[src/verilog/mas_pkg.sv]
// Shared constants, types and helpers for the instruction execution block
package mas_pkg;

  // ***************
  // Register map
  // ***************
  localparam logic [7:0] REG_CMD   = 8'h00;
  localparam logic [7:0] REG_ACC   = 8'h04;
  localparam logic [7:0] REG_FLAGS = 8'h08;
  localparam logic [7:0] REG_VIEW  = 8'h0C;
  localparam logic [7:0] REG_PC    = 8'h10;
  localparam logic [7:0] REG_STACK = 8'h14;
  localparam logic [7:0] REG_WDT   = 8'h18;

  // ***************
  // Field layout
  // ***************
  localparam int CMD_OP_LSB   = 0;
  localparam int CMD_ADDR_LSB = 8;
  localparam int CMD_LIT_LSB  = 16;
  localparam int CMD_BIT_LSB  = 24;
  localparam int FLG_WDT_LSB  = 4;
  localparam int STK_SP_LSB   = 16;

  // ***************
  // Sizes and reset values
  // ***************
  localparam int MEM_DEPTH   = 160;
  localparam int PC_W        = 12;
  localparam int STACK_DEPTH = 6;
  localparam int WDT_W       = 16;
  localparam logic [7:0] ACC_RST  = 8'h00;
  localparam logic [PC_W-1:0] PC_RST = 12'h000;
  localparam logic [2:0] SP_LAST  = 3'h5;
  localparam logic [1:0] RESP_OKAY   = 2'h0;
  localparam logic [1:0] RESP_SLVERR = 2'h2;
  localparam logic [3:0] BCD_MAX  = 4'h9;
  localparam logic [3:0] BCD_ADJ  = 4'h6;

  // ***************
  // Types
  // ***************
  typedef enum logic [4:0] {
    OP_NOP  = 5'h00, OP_ADC  = 5'h01, OP_ADD_CARRY_INTO_MEMORY = 5'h02, OP_ADD  = 5'h03,
    OP_ADDI = 5'h04, OP_SUM_INTO_MEMORY = 5'h05, OP_AND  = 5'h06, OP_ANDI = 5'h07,
    OP_MASK_INTO_MEMORY = 5'h08, OP_CLR  = 5'h09, OP_CLRB = 5'h0A, OP_WCLR = 5'h0B,
    OP_WPR1 = 5'h0C, OP_WPR2 = 5'h0D, OP_CPL  = 5'h0E, OP_INVERT_INTO_WORK = 5'h0F,
    OP_DAA  = 5'h10, OP_DEC  = 5'h11, OP_CALL = 5'h12, OP_HALT = 5'h13,
    OP_PEEK = 5'h14, OP_POKE = 5'h15
  } mas_op_type;

  typedef enum logic [2:0] {
    ST_IDLE  = 3'b001,
    ST_FETCH = 3'b010,
    ST_EXEC  = 3'b100
  } mas_state_type;

  typedef struct packed {
    logic signed_range_flag;
    logic zero;
    logic low_nibble_carry;
    logic carry;
  } mas_flags_type;

  typedef struct packed {
    logic       we;
    logic [7:0] addr;
    logic [7:0] wdata;
  } mas_mem_req_type;

  typedef struct packed {
    logic wdt_clear;
    logic first_preclear_op;
    logic second_preclear_op;
    logic halt;
  } mas_wdt_ops_type;

  typedef struct packed {
    logic       ov;
    logic       ac;
    logic       c;
    logic [7:0] res;
  } mas_sum_type;

  // Eight-bit add with carry-in, nibble carry and signed overflow
  function automatic mas_sum_type mas_add8(input logic [7:0] a, input logic [7:0] b,
                                           input logic cin);
    logic [4:0]  lo;
    logic [8:0]  full;
    mas_sum_type s;
    lo    = {1'b0, a[3:0]} + {1'b0, b[3:0]} + {4'h0, cin};
    full  = {1'b0, a} + {1'b0, b} + {8'h00, cin};
    s.res = full[7:0];
    s.c   = full[8];
    s.ac  = lo[4];
    s.ov  = (a[7] == b[7]) && (full[7] != a[7]);
    return s;
  endfunction : mas_add8

  // BCD adjust: returns {carry, result}
  function automatic logic [8:0] mas_bcd(input logic [7:0] a, input logic ac,
                                         input logic c);
    logic [4:0] lo;
    logic [4:0] hs;
    logic [3:0] hi;
    logic       cout;
    lo   = {1'b0, a[3:0]};
    cout = c;
    if (a[3:0] > BCD_MAX || ac) begin
      lo = {1'b0, a[3:0]} + {1'b0, BCD_ADJ};
    end
    // High nibble test must include the low nibble's carry, or 9 plus carry slips through
    hs = {1'b0, a[7:4]} + {4'h0, lo[4]};
    hi = hs[3:0];
    if (hs > {1'b0, BCD_MAX} || c) begin
      hi   = a[7:4] + BCD_ADJ + {3'h0, lo[4]};
      cout = 1'b1;
    end
    return {cout, hi, lo[3:0]};
  endfunction : mas_bcd

endpackage : mas_pkg

[src/verilog/mas_data_mem.sv]
// Data memory with registered read port
`timescale 1ns/100ps
`default_nettype none
module mas_data_mem (
  // System
  input  wire logic                     clock,
  input  wire logic                     clock_en,
  // Access
  input  wire mas_pkg::mas_mem_req_type req,
  output logic [7:0]                    rdata
);
  logic [7:0] mem [mas_pkg::MEM_DEPTH];

  // Addresses past the top read zero and drop writes
  always_ff @(posedge clock) begin
    if (clock_en) begin
      if (req.we && req.addr < 8'(mas_pkg::MEM_DEPTH)) begin
        mem[req.addr] <= req.wdata;
      end
      rdata <= (req.addr < 8'(mas_pkg::MEM_DEPTH)) ? mem[req.addr] : 8'h00;
    end
  end
endmodule : mas_data_mem
`default_nettype wire

[src/verilog/mas_watchdog.sv]
// Watchdog counter with expiry and halt status flags
`timescale 1ns/100ps
`default_nettype none
module mas_watchdog (
  // System
  input  wire logic                      clock,
  input  wire logic                      rst_n,
  input  wire logic                      clock_en,
  // Operations
  input  wire mas_pkg::mas_wdt_ops_type  ops,
  // Status
  output logic [mas_pkg::WDT_W-1:0]      watchdog_counter,
  output logic                           watchdog_expiry_flag,
  output logic                           halt_entered_flag
);
  logic [mas_pkg::WDT_W-1:0] next_count;
  logic next_expiry;
  logic next_halt;
  logic pend1;
  logic pend2;
  logic next_pend1;
  logic next_pend2;
  logic do_clear;

  always_comb begin
    // A pre-clear only counts once its partner has also arrived
    do_clear   = ops.wdt_clear || (ops.first_preclear_op && pend2) ||
                 (ops.second_preclear_op && pend1);
    next_pend1 = (pend1 || ops.first_preclear_op) && !do_clear;
    next_pend2 = (pend2 || ops.second_preclear_op) && !do_clear;
    next_count = do_clear ? '0 : watchdog_counter + 1'b1;
    // Expiry set beats a same-cycle clear
    next_expiry = (&watchdog_counter) || (watchdog_expiry_flag && !do_clear && !ops.halt);
    next_halt   = ops.halt || (halt_entered_flag && !do_clear);
  end

  always_ff @(posedge clock or negedge rst_n) begin
    if (!rst_n) begin
      watchdog_counter     <= '0;
      watchdog_expiry_flag <= 1'b0;
      halt_entered_flag    <= 1'b0;
      pend1                <= 1'b0;
      pend2                <= 1'b0;
    end else if (clock_en) begin
      watchdog_counter     <= next_count;
      watchdog_expiry_flag <= next_expiry;
      halt_entered_flag    <= next_halt;
      pend1                <= next_pend1;
      pend2                <= next_pend2;
    end
  end
endmodule : mas_watchdog
`default_nettype wire

[src/verilog/mas_core.sv]
// Instruction execution core with AXI4-Lite register access
`timescale 1ns/100ps
`default_nettype none
module mas_core (
  // System
  input  wire logic        clock,
  input  wire logic        reset_n,
  input  wire logic        clock_en,
  // AXI4-Lite write
  input  wire logic        awvalid,
  input  wire logic [7:0]  awaddr,
  output logic             awready,
  input  wire logic        wvalid,
  input  wire logic [31:0] wdata,
  input  wire logic [3:0]  wstrb,
  output logic             wready,
  output logic             bvalid,
  output logic [1:0]       bresp,
  input  wire logic        bready,
  // AXI4-Lite read
  input  wire logic        arvalid,
  input  wire logic [7:0]  araddr,
  output logic             arready,
  output logic             rvalid,
  output logic [31:0]      rdata,
  output logic [1:0]       rresp,
  input  wire logic        rready,
  // Status
  output logic             watchdog_expiry_flag
);
  // ***************
  // Reset release
  // ***************
  logic rst_q1;
  logic rst_n_s;
  always_ff @(posedge clock or negedge reset_n) begin
    if (!reset_n) begin
      rst_q1  <= 1'b0;
      rst_n_s <= 1'b0;
    end else begin
      rst_q1  <= 1'b1;
      rst_n_s <= rst_q1;
    end
  end

  // ***************
  // Declarations
  // ***************
  mas_pkg::mas_state_type    state, next_state;
  logic [31:0]               cmd, next_cmd;
  logic [7:0]                acc, next_acc;
  logic [7:0]                view, next_view;
  mas_pkg::mas_flags_type    flags, next_flags;
  logic [mas_pkg::PC_W-1:0]  pc, next_pc;
  logic [mas_pkg::PC_W-1:0]  stack [mas_pkg::STACK_DEPTH];
  logic [mas_pkg::PC_W-1:0]  next_stack [mas_pkg::STACK_DEPTH];
  logic [2:0]                sp, next_sp;
  mas_pkg::mas_mem_req_type  mem_req;
  mas_pkg::mas_wdt_ops_type  wdt_ops;
  logic [7:0]                mem_rdata;
  logic [mas_pkg::WDT_W-1:0] wdt_count;
  logic                      halt_flag;
  mas_pkg::mas_op_type       op;
  logic [7:0]                lit;
  mas_pkg::mas_sum_type      sum;
  logic [8:0]                bcd;
  logic [7:0]                res;
  logic                      aw_got, next_aw_got, w_got, next_w_got;
  logic [7:0]                aw_addr, next_aw_addr;
  logic [31:0]               w_data, next_w_data;
  logic [3:0]                w_strb, next_w_strb;
  logic                      next_awready, next_wready, next_bvalid, next_arready;
  logic                      next_rvalid;
  logic [1:0]                next_bresp, next_rresp;
  logic [31:0]               next_rdata;
  logic                      do_write, busy, wr_ok;

  // Full map for reads; writes also exclude REG_VIEW, REG_STACK and REG_WDT
  function automatic logic reg_known(input logic [7:0] a);
    if (a == mas_pkg::REG_CMD || a == mas_pkg::REG_ACC || a == mas_pkg::REG_FLAGS) begin
      return 1'b1;
    end else if (a == mas_pkg::REG_VIEW || a == mas_pkg::REG_PC) begin
      return 1'b1;
    end else if (a == mas_pkg::REG_STACK || a == mas_pkg::REG_WDT) begin
      return 1'b1;
    end else begin
      return 1'b0;
    end
  endfunction : reg_known

  // ***************
  // Submodules
  // ***************
  mas_data_mem u_mem (
    .clock    (clock),
    .clock_en (clock_en),
    .req      (mem_req),
    .rdata    (mem_rdata)
  );

  mas_watchdog u_wdt (
    .clock                (clock),
    .rst_n                (rst_n_s),
    .clock_en             (clock_en),
    .ops                  (wdt_ops),
    .watchdog_counter     (wdt_count),
    .watchdog_expiry_flag (watchdog_expiry_flag),
    .halt_entered_flag    (halt_flag)
  );

  // ***************
  // Register bus
  // ***************
  assign busy     = state != mas_pkg::ST_IDLE;
  assign do_write = aw_got && w_got && !bvalid;
  // Software may not touch core state while an instruction is in flight
  assign wr_ok    = reg_known(aw_addr) && !busy && aw_addr != mas_pkg::REG_VIEW &&
                    aw_addr != mas_pkg::REG_STACK && aw_addr != mas_pkg::REG_WDT;

  always_comb begin
    next_aw_got  = aw_got || (awvalid && awready);
    next_aw_addr = (awvalid && awready) ? awaddr : aw_addr;
    next_w_got   = w_got || (wvalid && wready);
    next_w_data  = (wvalid && wready) ? wdata : w_data;
    next_w_strb  = (wvalid && wready) ? wstrb : w_strb;
    next_bvalid  = bvalid && !bready;
    next_bresp   = bresp;
    if (do_write) begin
      next_aw_got = 1'b0;
      next_w_got  = 1'b0;
      next_bvalid = 1'b1;
      next_bresp  = wr_ok ? mas_pkg::RESP_OKAY : mas_pkg::RESP_SLVERR;
    end
    next_awready = !next_aw_got && !next_bvalid;
    next_wready  = !next_w_got && !next_bvalid;
    next_rvalid  = rvalid && !rready;
    next_rdata   = rdata;
    next_rresp   = rresp;
    if (arvalid && arready) begin
      next_rvalid = 1'b1;
      next_rresp  = reg_known(araddr) ? mas_pkg::RESP_OKAY : mas_pkg::RESP_SLVERR;
      next_rdata  = 32'h0000_0000;
      if (araddr == mas_pkg::REG_CMD) begin
        next_rdata = {cmd[31:1], busy};
      end else if (araddr == mas_pkg::REG_ACC) begin
        next_rdata = {24'h00_0000, acc};
      end else if (araddr == mas_pkg::REG_FLAGS) begin
        next_rdata = {26'h000_0000, halt_flag, watchdog_expiry_flag, flags};
      end else if (araddr == mas_pkg::REG_VIEW) begin
        next_rdata = {24'h00_0000, view};
      end else if (araddr == mas_pkg::REG_PC) begin
        next_rdata = {20'h0_0000, pc};
      end else if (araddr == mas_pkg::REG_STACK) begin
        next_rdata = {13'h0000, sp, 4'h0, stack[sp]};
      end else if (araddr == mas_pkg::REG_WDT) begin
        next_rdata = {16'h0000, wdt_count};
      end
    end
    next_arready = !next_rvalid;
  end

  always_ff @(posedge clock or negedge rst_n_s) begin
    if (!rst_n_s) begin
      aw_got  <= 1'b0;
      aw_addr <= 8'h00;
      w_got   <= 1'b0;
      w_data  <= 32'h0000_0000;
      w_strb  <= 4'h0;
      awready <= 1'b0;
      wready  <= 1'b0;
      bvalid  <= 1'b0;
      bresp   <= mas_pkg::RESP_OKAY;
      arready <= 1'b0;
      rvalid  <= 1'b0;
      rdata   <= 32'h0000_0000;
      rresp   <= mas_pkg::RESP_OKAY;
    end else if (clock_en) begin
      aw_got  <= next_aw_got;
      aw_addr <= next_aw_addr;
      w_got   <= next_w_got;
      w_data  <= next_w_data;
      w_strb  <= next_w_strb;
      awready <= next_awready;
      wready  <= next_wready;
      bvalid  <= next_bvalid;
      bresp   <= next_bresp;
      arready <= next_arready;
      rvalid  <= next_rvalid;
      rdata   <= next_rdata;
      rresp   <= next_rresp;
    end
  end

  // ***************
  // Execution
  // ***************
  assign op  = mas_pkg::mas_op_type'(cmd[mas_pkg::CMD_OP_LSB +: 5]);
  assign lit = cmd[mas_pkg::CMD_LIT_LSB +: 8];

  always_comb begin
    next_state = state;
    next_cmd   = cmd;
    next_acc   = acc;
    next_view  = view;
    next_flags = flags;
    next_pc    = pc;
    next_stack = stack;
    next_sp    = sp;
    wdt_ops    = '0;
    mem_req    = '{we: 1'b0, addr: cmd[mas_pkg::CMD_ADDR_LSB +: 8], wdata: 8'h00};
    // One adder for every add form; carry-in only for the carry forms
    sum = mas_pkg::mas_add8(acc, (op == mas_pkg::OP_ADDI) ? lit : mem_rdata,
                            (op == mas_pkg::OP_ADC || op == mas_pkg::OP_ADD_CARRY_INTO_MEMORY) && flags.carry);
    bcd = mas_pkg::mas_bcd(acc, flags.low_nibble_carry, flags.carry);
    res = 8'h00;
    case (state)
      mas_pkg::ST_IDLE: begin
        if (do_write && wr_ok) begin
          if (aw_addr == mas_pkg::REG_CMD && w_strb[0]) begin
            next_cmd   = w_data;
            next_state = mas_pkg::ST_FETCH;
          end else if (aw_addr == mas_pkg::REG_ACC && w_strb[0]) begin
            next_acc = w_data[7:0];
          end else if (aw_addr == mas_pkg::REG_FLAGS && w_strb[0]) begin
            next_flags = w_data[3:0];
          end else if (aw_addr == mas_pkg::REG_PC) begin
            next_pc = w_data[mas_pkg::PC_W-1:0];
          end
        end
      end
      mas_pkg::ST_FETCH: begin
        next_state = mas_pkg::ST_EXEC;
      end
      mas_pkg::ST_EXEC: begin
        next_state = mas_pkg::ST_IDLE;
        case (op)
          mas_pkg::OP_ADC, mas_pkg::OP_ADD, mas_pkg::OP_ADDI,
          mas_pkg::OP_ADD_CARRY_INTO_MEMORY, mas_pkg::OP_SUM_INTO_MEMORY: begin
            next_flags = '{sum.ov, ~|sum.res, sum.ac, sum.c};
            if (op == mas_pkg::OP_ADD_CARRY_INTO_MEMORY || op == mas_pkg::OP_SUM_INTO_MEMORY) begin
              mem_req.we    = 1'b1;
              mem_req.wdata = sum.res;
            end else begin
              next_acc = sum.res;
            end
          end
          mas_pkg::OP_AND, mas_pkg::OP_ANDI: begin
            res = acc & ((op == mas_pkg::OP_ANDI) ? lit : mem_rdata);
            next_acc        = res;
            next_flags.zero = ~|res;
          end
          mas_pkg::OP_MASK_INTO_MEMORY: begin
            res             = acc & mem_rdata;
            mem_req.we      = 1'b1;
            mem_req.wdata   = res;
            next_flags.zero = ~|res;
          end
          mas_pkg::OP_CLR: begin
            mem_req.we = 1'b1;
          end
          mas_pkg::OP_CLRB: begin
            mem_req.we    = 1'b1;
            mem_req.wdata = mem_rdata & ~(8'h01 << cmd[mas_pkg::CMD_BIT_LSB +: 3]);
          end
          mas_pkg::OP_WCLR: wdt_ops.wdt_clear = 1'b1;
          mas_pkg::OP_WPR1: wdt_ops.first_preclear_op = 1'b1;
          mas_pkg::OP_WPR2: wdt_ops.second_preclear_op = 1'b1;
          mas_pkg::OP_HALT: wdt_ops.halt = 1'b1;
          mas_pkg::OP_CPL, mas_pkg::OP_INVERT_INTO_WORK, mas_pkg::OP_DEC: begin
            res = (op == mas_pkg::OP_DEC) ? mem_rdata - 8'h01 : ~mem_rdata;
            next_flags.zero = ~|res;
            if (op == mas_pkg::OP_INVERT_INTO_WORK) begin
              next_acc = res;
            end else begin
              mem_req.we    = 1'b1;
              mem_req.wdata = res;
            end
          end
          mas_pkg::OP_DAA: begin
            mem_req.we       = 1'b1;
            mem_req.wdata    = bcd[7:0];
            next_flags.carry = bcd[8];
          end
          mas_pkg::OP_CALL: begin
            // Six-deep stack wraps and overwrites the oldest entry
            next_stack[sp] = pc + 1'b1;
            next_sp        = (sp == mas_pkg::SP_LAST) ? 3'h0 : sp + 3'h1;
            next_pc        = cmd[mas_pkg::CMD_LIT_LSB +: mas_pkg::PC_W];
          end
          mas_pkg::OP_PEEK: next_view = mem_rdata;
          mas_pkg::OP_POKE: begin
            mem_req.we    = 1'b1;
            mem_req.wdata = lit;
          end
          default: ;
        endcase
      end
      default: next_state = mas_pkg::ST_IDLE;
    endcase
  end

  always_ff @(posedge clock or negedge rst_n_s) begin
    if (!rst_n_s) begin
      state <= mas_pkg::ST_IDLE;
      cmd   <= 32'h0000_0000;
      acc   <= mas_pkg::ACC_RST;
      view  <= 8'h00;
      flags <= '0;
      pc    <= mas_pkg::PC_RST;
      sp    <= 3'h0;
      for (int i = 0; i < mas_pkg::STACK_DEPTH; i++) begin
        stack[i] <= mas_pkg::PC_RST;
      end
    end else if (clock_en) begin
      state <= next_state;
      cmd   <= next_cmd;
      acc   <= next_acc;
      view  <= next_view;
      flags <= next_flags;
      pc    <= next_pc;
      sp    <= next_sp;
      stack <= next_stack;
    end
  end

  logic ex;
  assign ex = state == mas_pkg::ST_EXEC;
endmodule : mas_core
`default_nettype wire

[config.mk]
export PLATFORM = sky130hd
export DESIGN_NAME = mas_core
export DESIGN_NICKNAME = d
export VERILOG_FILES = /design/src/verilog/mas_pkg.sv /design/src/verilog/mas_data_mem.sv /design/src/verilog/mas_watchdog.sv /design/src/verilog/mas_core.sv
export SDC_FILE = /design/constraint.sdc
export NUM_CORES = 2
export LEC_CHECK = 0
export BUFFER_PORTS_ARGS = -buffer_cell sky130_fd_sc_hd__buf_2
export CORE_MARGIN = 10
export CORE_UTILIZATION = 30
export CTS_BUF_LIST = sky130_fd_sc_hd__clkbuf_8
export DETAILED_ROUTE_END_ITERATION = 16
export HOLD_SLACK_MARGIN = 0.03
export PLACE_DENSITY = 0.47
export SLEW_MARGIN = 15
export SYNTH_ARGS = -nofsm -noshare
export SYNTH_HDL_FRONTEND = slang
export SYNTH_SLANG_ARGS = --single-unit
[constraint.sdc]
create_clock -name clock -period 12.45 [get_ports clock]
set_clock_uncertainty 0.15 [all_clocks]
set_input_delay 3.1125 -clock clock [delete_from_list [all_inputs] [get_ports clock]]
set_output_delay 3.1125 -clock clock [all_outputs]
set_load 0.1 [all_outputs]
* Yosys cells after proc, flatten, opt, wreduce, memory -nomap -nowiden
Memories as Yosys holds them, arrays and structs flattened. A register that Yosys moved wholly into a read port is not among the register bits. Cells that the tools add are included.
Storage, ports and cells: register bits after elaboration 248, memory bits (writable) 1280, memories kept 1, output and inout port bits 42, logic and storage cells 284, bits of input ports 60
Operators by class: magnitude comparators 5, multiplexer cells 76, bitwise logic cells 6, reduce and logical (&&, ||, !) cells 88, add/subtract/negate cells 12, shift-type cells 1, eq/ne operators 59
Memory list:
- u_mem.mem | words 160, width 8, rd ports 1, clocked after Yosys merged registers in 1, write ports 1, line mas_data_mem.sv:12 | logic [7:0] mem [mas_pkg::MEM_DEPTH];
Operators by type and width (count):
- 12-bit 2-to-1 mux | 9
- 19-bit 2-to-1 mux | 5
- 8-bit 2-to-1 mux | 11
- 72-bit bitwise mux | 1
- 8-bit by 5-bit equality test with 1-bit output (second input constant) | 6
- 8-bit case mux with 6 select lines | 1
- 5-bit by 4-bit equality test with 1-bit output (second input constant) | 8
- 12-bit binary-select mux with 3-bit select | 1
- 12-bit demux with 3-bit select | 1
- 8-bit by 4-bit equality test with 1-bit output (second input constant) | 4
- 16-bit 2-to-1 mux | 2
- 32-bit 2-to-1 mux | 1
- 8-bit OR reduction | 4
- 5-bit equality test (second input constant) | 6
- 1-bit logical AND | 28
- 8-bit bitwise AND | 3
- 1-bit 2-to-1 mux | 24
- 4-bit 2-to-1 mux | 6
- 12-bit case mux with 2 select lines | 1
- 8-bit case mux with 3 select lines | 1
- 8-bit AND reduction | 3
- 5-bit by 3-bit equality test with 1-bit output (second input constant) | 4
- 1-bit logical OR | 20
- 16-bit by 1-bit adder with 16-bit output (second input constant) | 1
- 55 further kinds | 96

* Depth between registers and ports, before layout
depth after elaboration 12, mapped depth 15, gate-level depth less buffers 14

* Modules after synthesis
Synthesis repeated with hierarchy kept, for this count alone.
Unflattened totals: cells, all modules 3557, area total of the unflattened synthesis 62777.7 µm²
Modules (own cells, without submodules):
- mas_data_mem | instances 1, seq. area each 38677.1 µm², cells an instance 2198, area an instance 49703.9 µm²
- mas_core | instances 1, seq. area each 5656.7 µm², cells an instance 1255, area an instance 12082.8 µm²
- mas_watchdog | instances 1, seq. area each 500.5 µm², cells an instance 104, area an instance 991.0 µm²

* Worst setup path after synthesis
Ideal clock, no wire load.
kind flip-flop to flip-flop, start point register cmd[3], end point memory u_mem.mem[0][6], data pin, arrival time 7.600 ns, stages on the path, launching flop included 15, setup slack 3.638 ns, data required time 11.238 ns, period minus slack after synthesis 8.812 ns, setup time 1.062 ns, buffers on the path 2, cells stage by stage dfrtp_1 -> clkbuf_1 -> buf_1 -> nor2_1 -> nand2_1 -> mux2_2 -> fa_1 -> fa_1 -> a21o_1 -> a21oi_1 -> o21a_1 -> nor2_1 -> a21oi_1 -> a22oi_1 -> a21oi_1
RTL lines:
- start, declared | line mas_core.sv:50 | logic [31:0] cmd, next_cmd;
- start signal, assigned | line mas_core.sv:316 | cmd <= next_cmd;
- end, declared | line mas_data_mem.sv:12

==> out/qor.csv <==
metric,value,unit
cts_hold_buf,0,
final_core_util,0.343,
die_w,477,µm
grt_max_degree,105,
crit_path_max_fanout,83,
fp.dieH,477,µm
synth_flop_cell,edfxtp_1,
drtIter0Drc,3101,
ys_ff_latch,1534,
period_needed,6.48,ns
finalSetupViolCount,0,
ys_async_sr_fraction,0.160,
grt_pass1_vias,34381,
grt_setup_unrepaired,no,
rr_startpoint,cmd[1],
postRouteAntennaNets,0,
post_cts_buffers,0,
power.switching,2730,µW
clock-root-buffer,clkbuf_8,
gp_congestion,0.826,
ios,102,
swShare,0.251,
start_util,0.302,
synth-simple-area-share,0.0465,
start_kind,flip-flop,
fp.dieArea,227000,µm²
synth_adder_area_share,0.00360,
muxShareOfSynthArea,0.169,
p_int,8150,µW
numCtsBuffers,274,
vias,33167,
cts_sinks,1534,
power_density,153,nW/µm²
synth_edf_count,1288,
syn_inst,3471,
syn_area,62500,µm²
fin_tns_setup,0,ns
endpoint_kind,flip-flop,
max_freq,154,MHz
clockBufferDepth,4,
cts_resized,0,
rr_worst_depth,16,
rows,167,
clk_pin_slew_worst_paths,0.07,ns
multi_input_area,16700,µm²
max_cap_violations,0,
p_total,10900,µW
ys_warn_count,0,
overflow,0,
fin_hold_ws,0.155,ns
wire_per_inst,25.8,µm
reg2reg_to,u_mem.mem[101][6],
antenna_found_initial,7,
finalHoldViolations,0,
tightestPinTransition,1.15,ns
routed_wl,172000,µm
synth_compound_area_frac,0.0407,
fillCellCount,19918,
core,207000,µm²
synthToLayoutAreaGrowth,13.6,%
drv_slew,0,
viasPerCell,4.97,
ir_drop,0.115,mV
synth_top_family_by_area,multiplexers,
worstPathRequired,12.95,ns
drc,0,
max_slew_margin,0.236,
insertion_delay,1.00,ns
syn_area_per_cell,18.0,µm²
ys_types,75,
status,completed,
p_leak,0.0206,µW
ys_seq_area_frac,0.717,
nets,3784,
io_buffers,96,
synth-xor-area-share,0.00560,
combPwrFrac,0.076,
cts_tree,done,
grt_pass1_wl,250000,µm
grt_usage,0.148,
critPathKind,reg -> reg,
period_share,0.520,
hpwl,104000,µm
clock_power_share,0.390,
regArea,44900,µm²
reg2reg_slack,5.97,ns
drive_above_1_share,0.259,
firstDrtPassIters,8,
cp.arrival,6.97,ns
htreeDepth,5,
hold_class,reg -> async,
seq_power_share,0.534,
-- cells by family after synthesis --
group                      after synthesis
xor gates and xnor gates                40
AOI/OAI and AO/OA                      392
adders and majority gates               17
buffers and inverters                  248
other                                    2
and+or+nand+nor                        667
muxes                                  571
DFF                                   1534
-- cell usage in the layout (no fill, tap or decap), types with 18 or more instances in the layout --
| cell type | instances |
|---|---|
| edfxtp_1 | 1288 |
| mux4_2 | 375 |
| clkbuf_8 | 293 |
| nor2_1 | 251 |
| nand2_1 | 240 |
| dfrtp_1 | 238 |
| o21ai_0 | 142 |
| inv_1 | 120 |
| mux2_2 | 103 |
| buf_2 | 96 |
| mux2i_1 | 93 |
| buf_4 | 62 |
| clkinv_1 | 45 |
| a22oi_1 | 40 |
| nand3_1 | 36 |
| o22ai_1 | 33 |
| a21oi_1 | 31 |
| nor2b_1 | 29 |
| a31oi_1 | 29 |
| clkinv_2 | 23 |
| xnor2_1 | 22 |
| nor3_1 | 21 |
| a221oi_1 | 19 |
| xor2_1 | 18 |
-- critical path, stage by stage (launching register included) --
cell     delay, ns
dfrtp_1       0.70
inv_1         0.26
nand2_1       0.18
nor2_1        0.08
nand2_1       0.40
mux2_2        0.40
fa_1          0.42
fa_1          0.45
a21o_1        0.18
a21oi_1       0.44
o21a_1        0.17
nor2_1        0.05
a21oi_1       0.23
a22oi_1       0.17
a21oi_4       0.16
buf_4         0.79
buf_4         0.85
-- worst max-delay path by stage --
stage	from	to	slack, ns	cells past startpoint
after floorplan	cmd[3]	u_mem.mem[0][6]	3.64	14
final	cmd[1]	u_mem.mem[101][6]	5.97	16
after global routing	cmd[1]	u_mem.mem[114][6]	5.58	16
after CTS	cmd[1]	u_mem.mem[91][6]	5.98	16
after global placement	clock_en	u_mem.mem[63][5]	5.53	6
after detailed placement	clock_en	u_mem.mem[62][3]	5.46	6
-- registers in the layout (all words and copies together) (netlist names), 4 cells and up --
name	count
u_mem.mem	1280
stack	72
cmd	32
rdata	32
w_data	32
u_wdt.watchdog_counter	16
pc	12
acc	8
aw_addr	8
u_mem.rdata	8
view	8
flags	4
-- metrics by stage --
stage	std cells	setup WS, ns	area [µm²]
finish	6675	5.97	71000
global route	6673	5.58	71000
CTS	6664	5.98	71000
detailed placement	6220	5.46	66300
global placement	6220	5.53	66300
floorplan	3472	3.64	62500
-- layout make-up --
class / count / share of cell area
timing repair buffer: 163 / 0.0147
multi-input combinational: 1690 / 0.235
clock inverter: 151 / 0.00977
inverter: 45 / 0.00238
tap: 2788 / 0.0491
antenna: 11 / 0.000387
clock buffer: 293 / 0.0568
sequential: 1534 / 0.631
-- power groups by stage --
stage	clock (µW)	sequential, µW	combinational (µW)
floorplan	0	5870	548
global placement	0	5910	835
detailed placement	0	5910	835
CTS	4380	5810	839
global route	4620	5820	897
finish	4250	5810	828
-- cell usage after synthesis, types with 10 or more instances --
cell | count | area [µm²]
clkbuf_1 | 124 | 465
dfrtp_1 | 245 | 6130
nand4_1 | 11 | 68.8
a221oi_1 | 19 | 166
and3_1 | 11 | 68.8
nor2_1 | 251 | 942
mux2i_1 | 93 | 931
nand2_1 | 243 | 912
ha_1 | 14 | 175
buf_4 | 19 | 143
inv_1 | 45 | 169
buf_1 | 12 | 45.0
edfxtp_1 | 1288 | 38700
a222oi_1 | 13 | 130
o21ai_0 | 142 | 711
a31oi_1 | 32 | 200
a22o_1 | 15 | 131
nor3_1 | 21 | 105
nand2b_1 | 14 | 87.6
buf_6 | 10 | 113
buf_2 | 38 | 190
nand3_1 | 42 | 210
xor2_1 | 18 | 158
nor2b_1 | 29 | 181
a21o_1 | 14 | 105
a21oi_1 | 36 | 180
mux4_2 | 375 | 8450
a22oi_1 | 40 | 300
xnor2_1 | 22 | 193
o22ai_1 | 33 | 206
mux2_2 | 103 | 1160
-- per-layer routing --
| metal | GRT usage | wire length, µm |
|---|---|---|
| met2 | 0.234 | 81300 |
| met1 | 0.208 | 78300 |
| met5 | 0 | 0 |
| met4 | 0.0393 | 3740 |
| met3 | 0.0278 | 8920 |
Power figures use the tool's default switching activity.
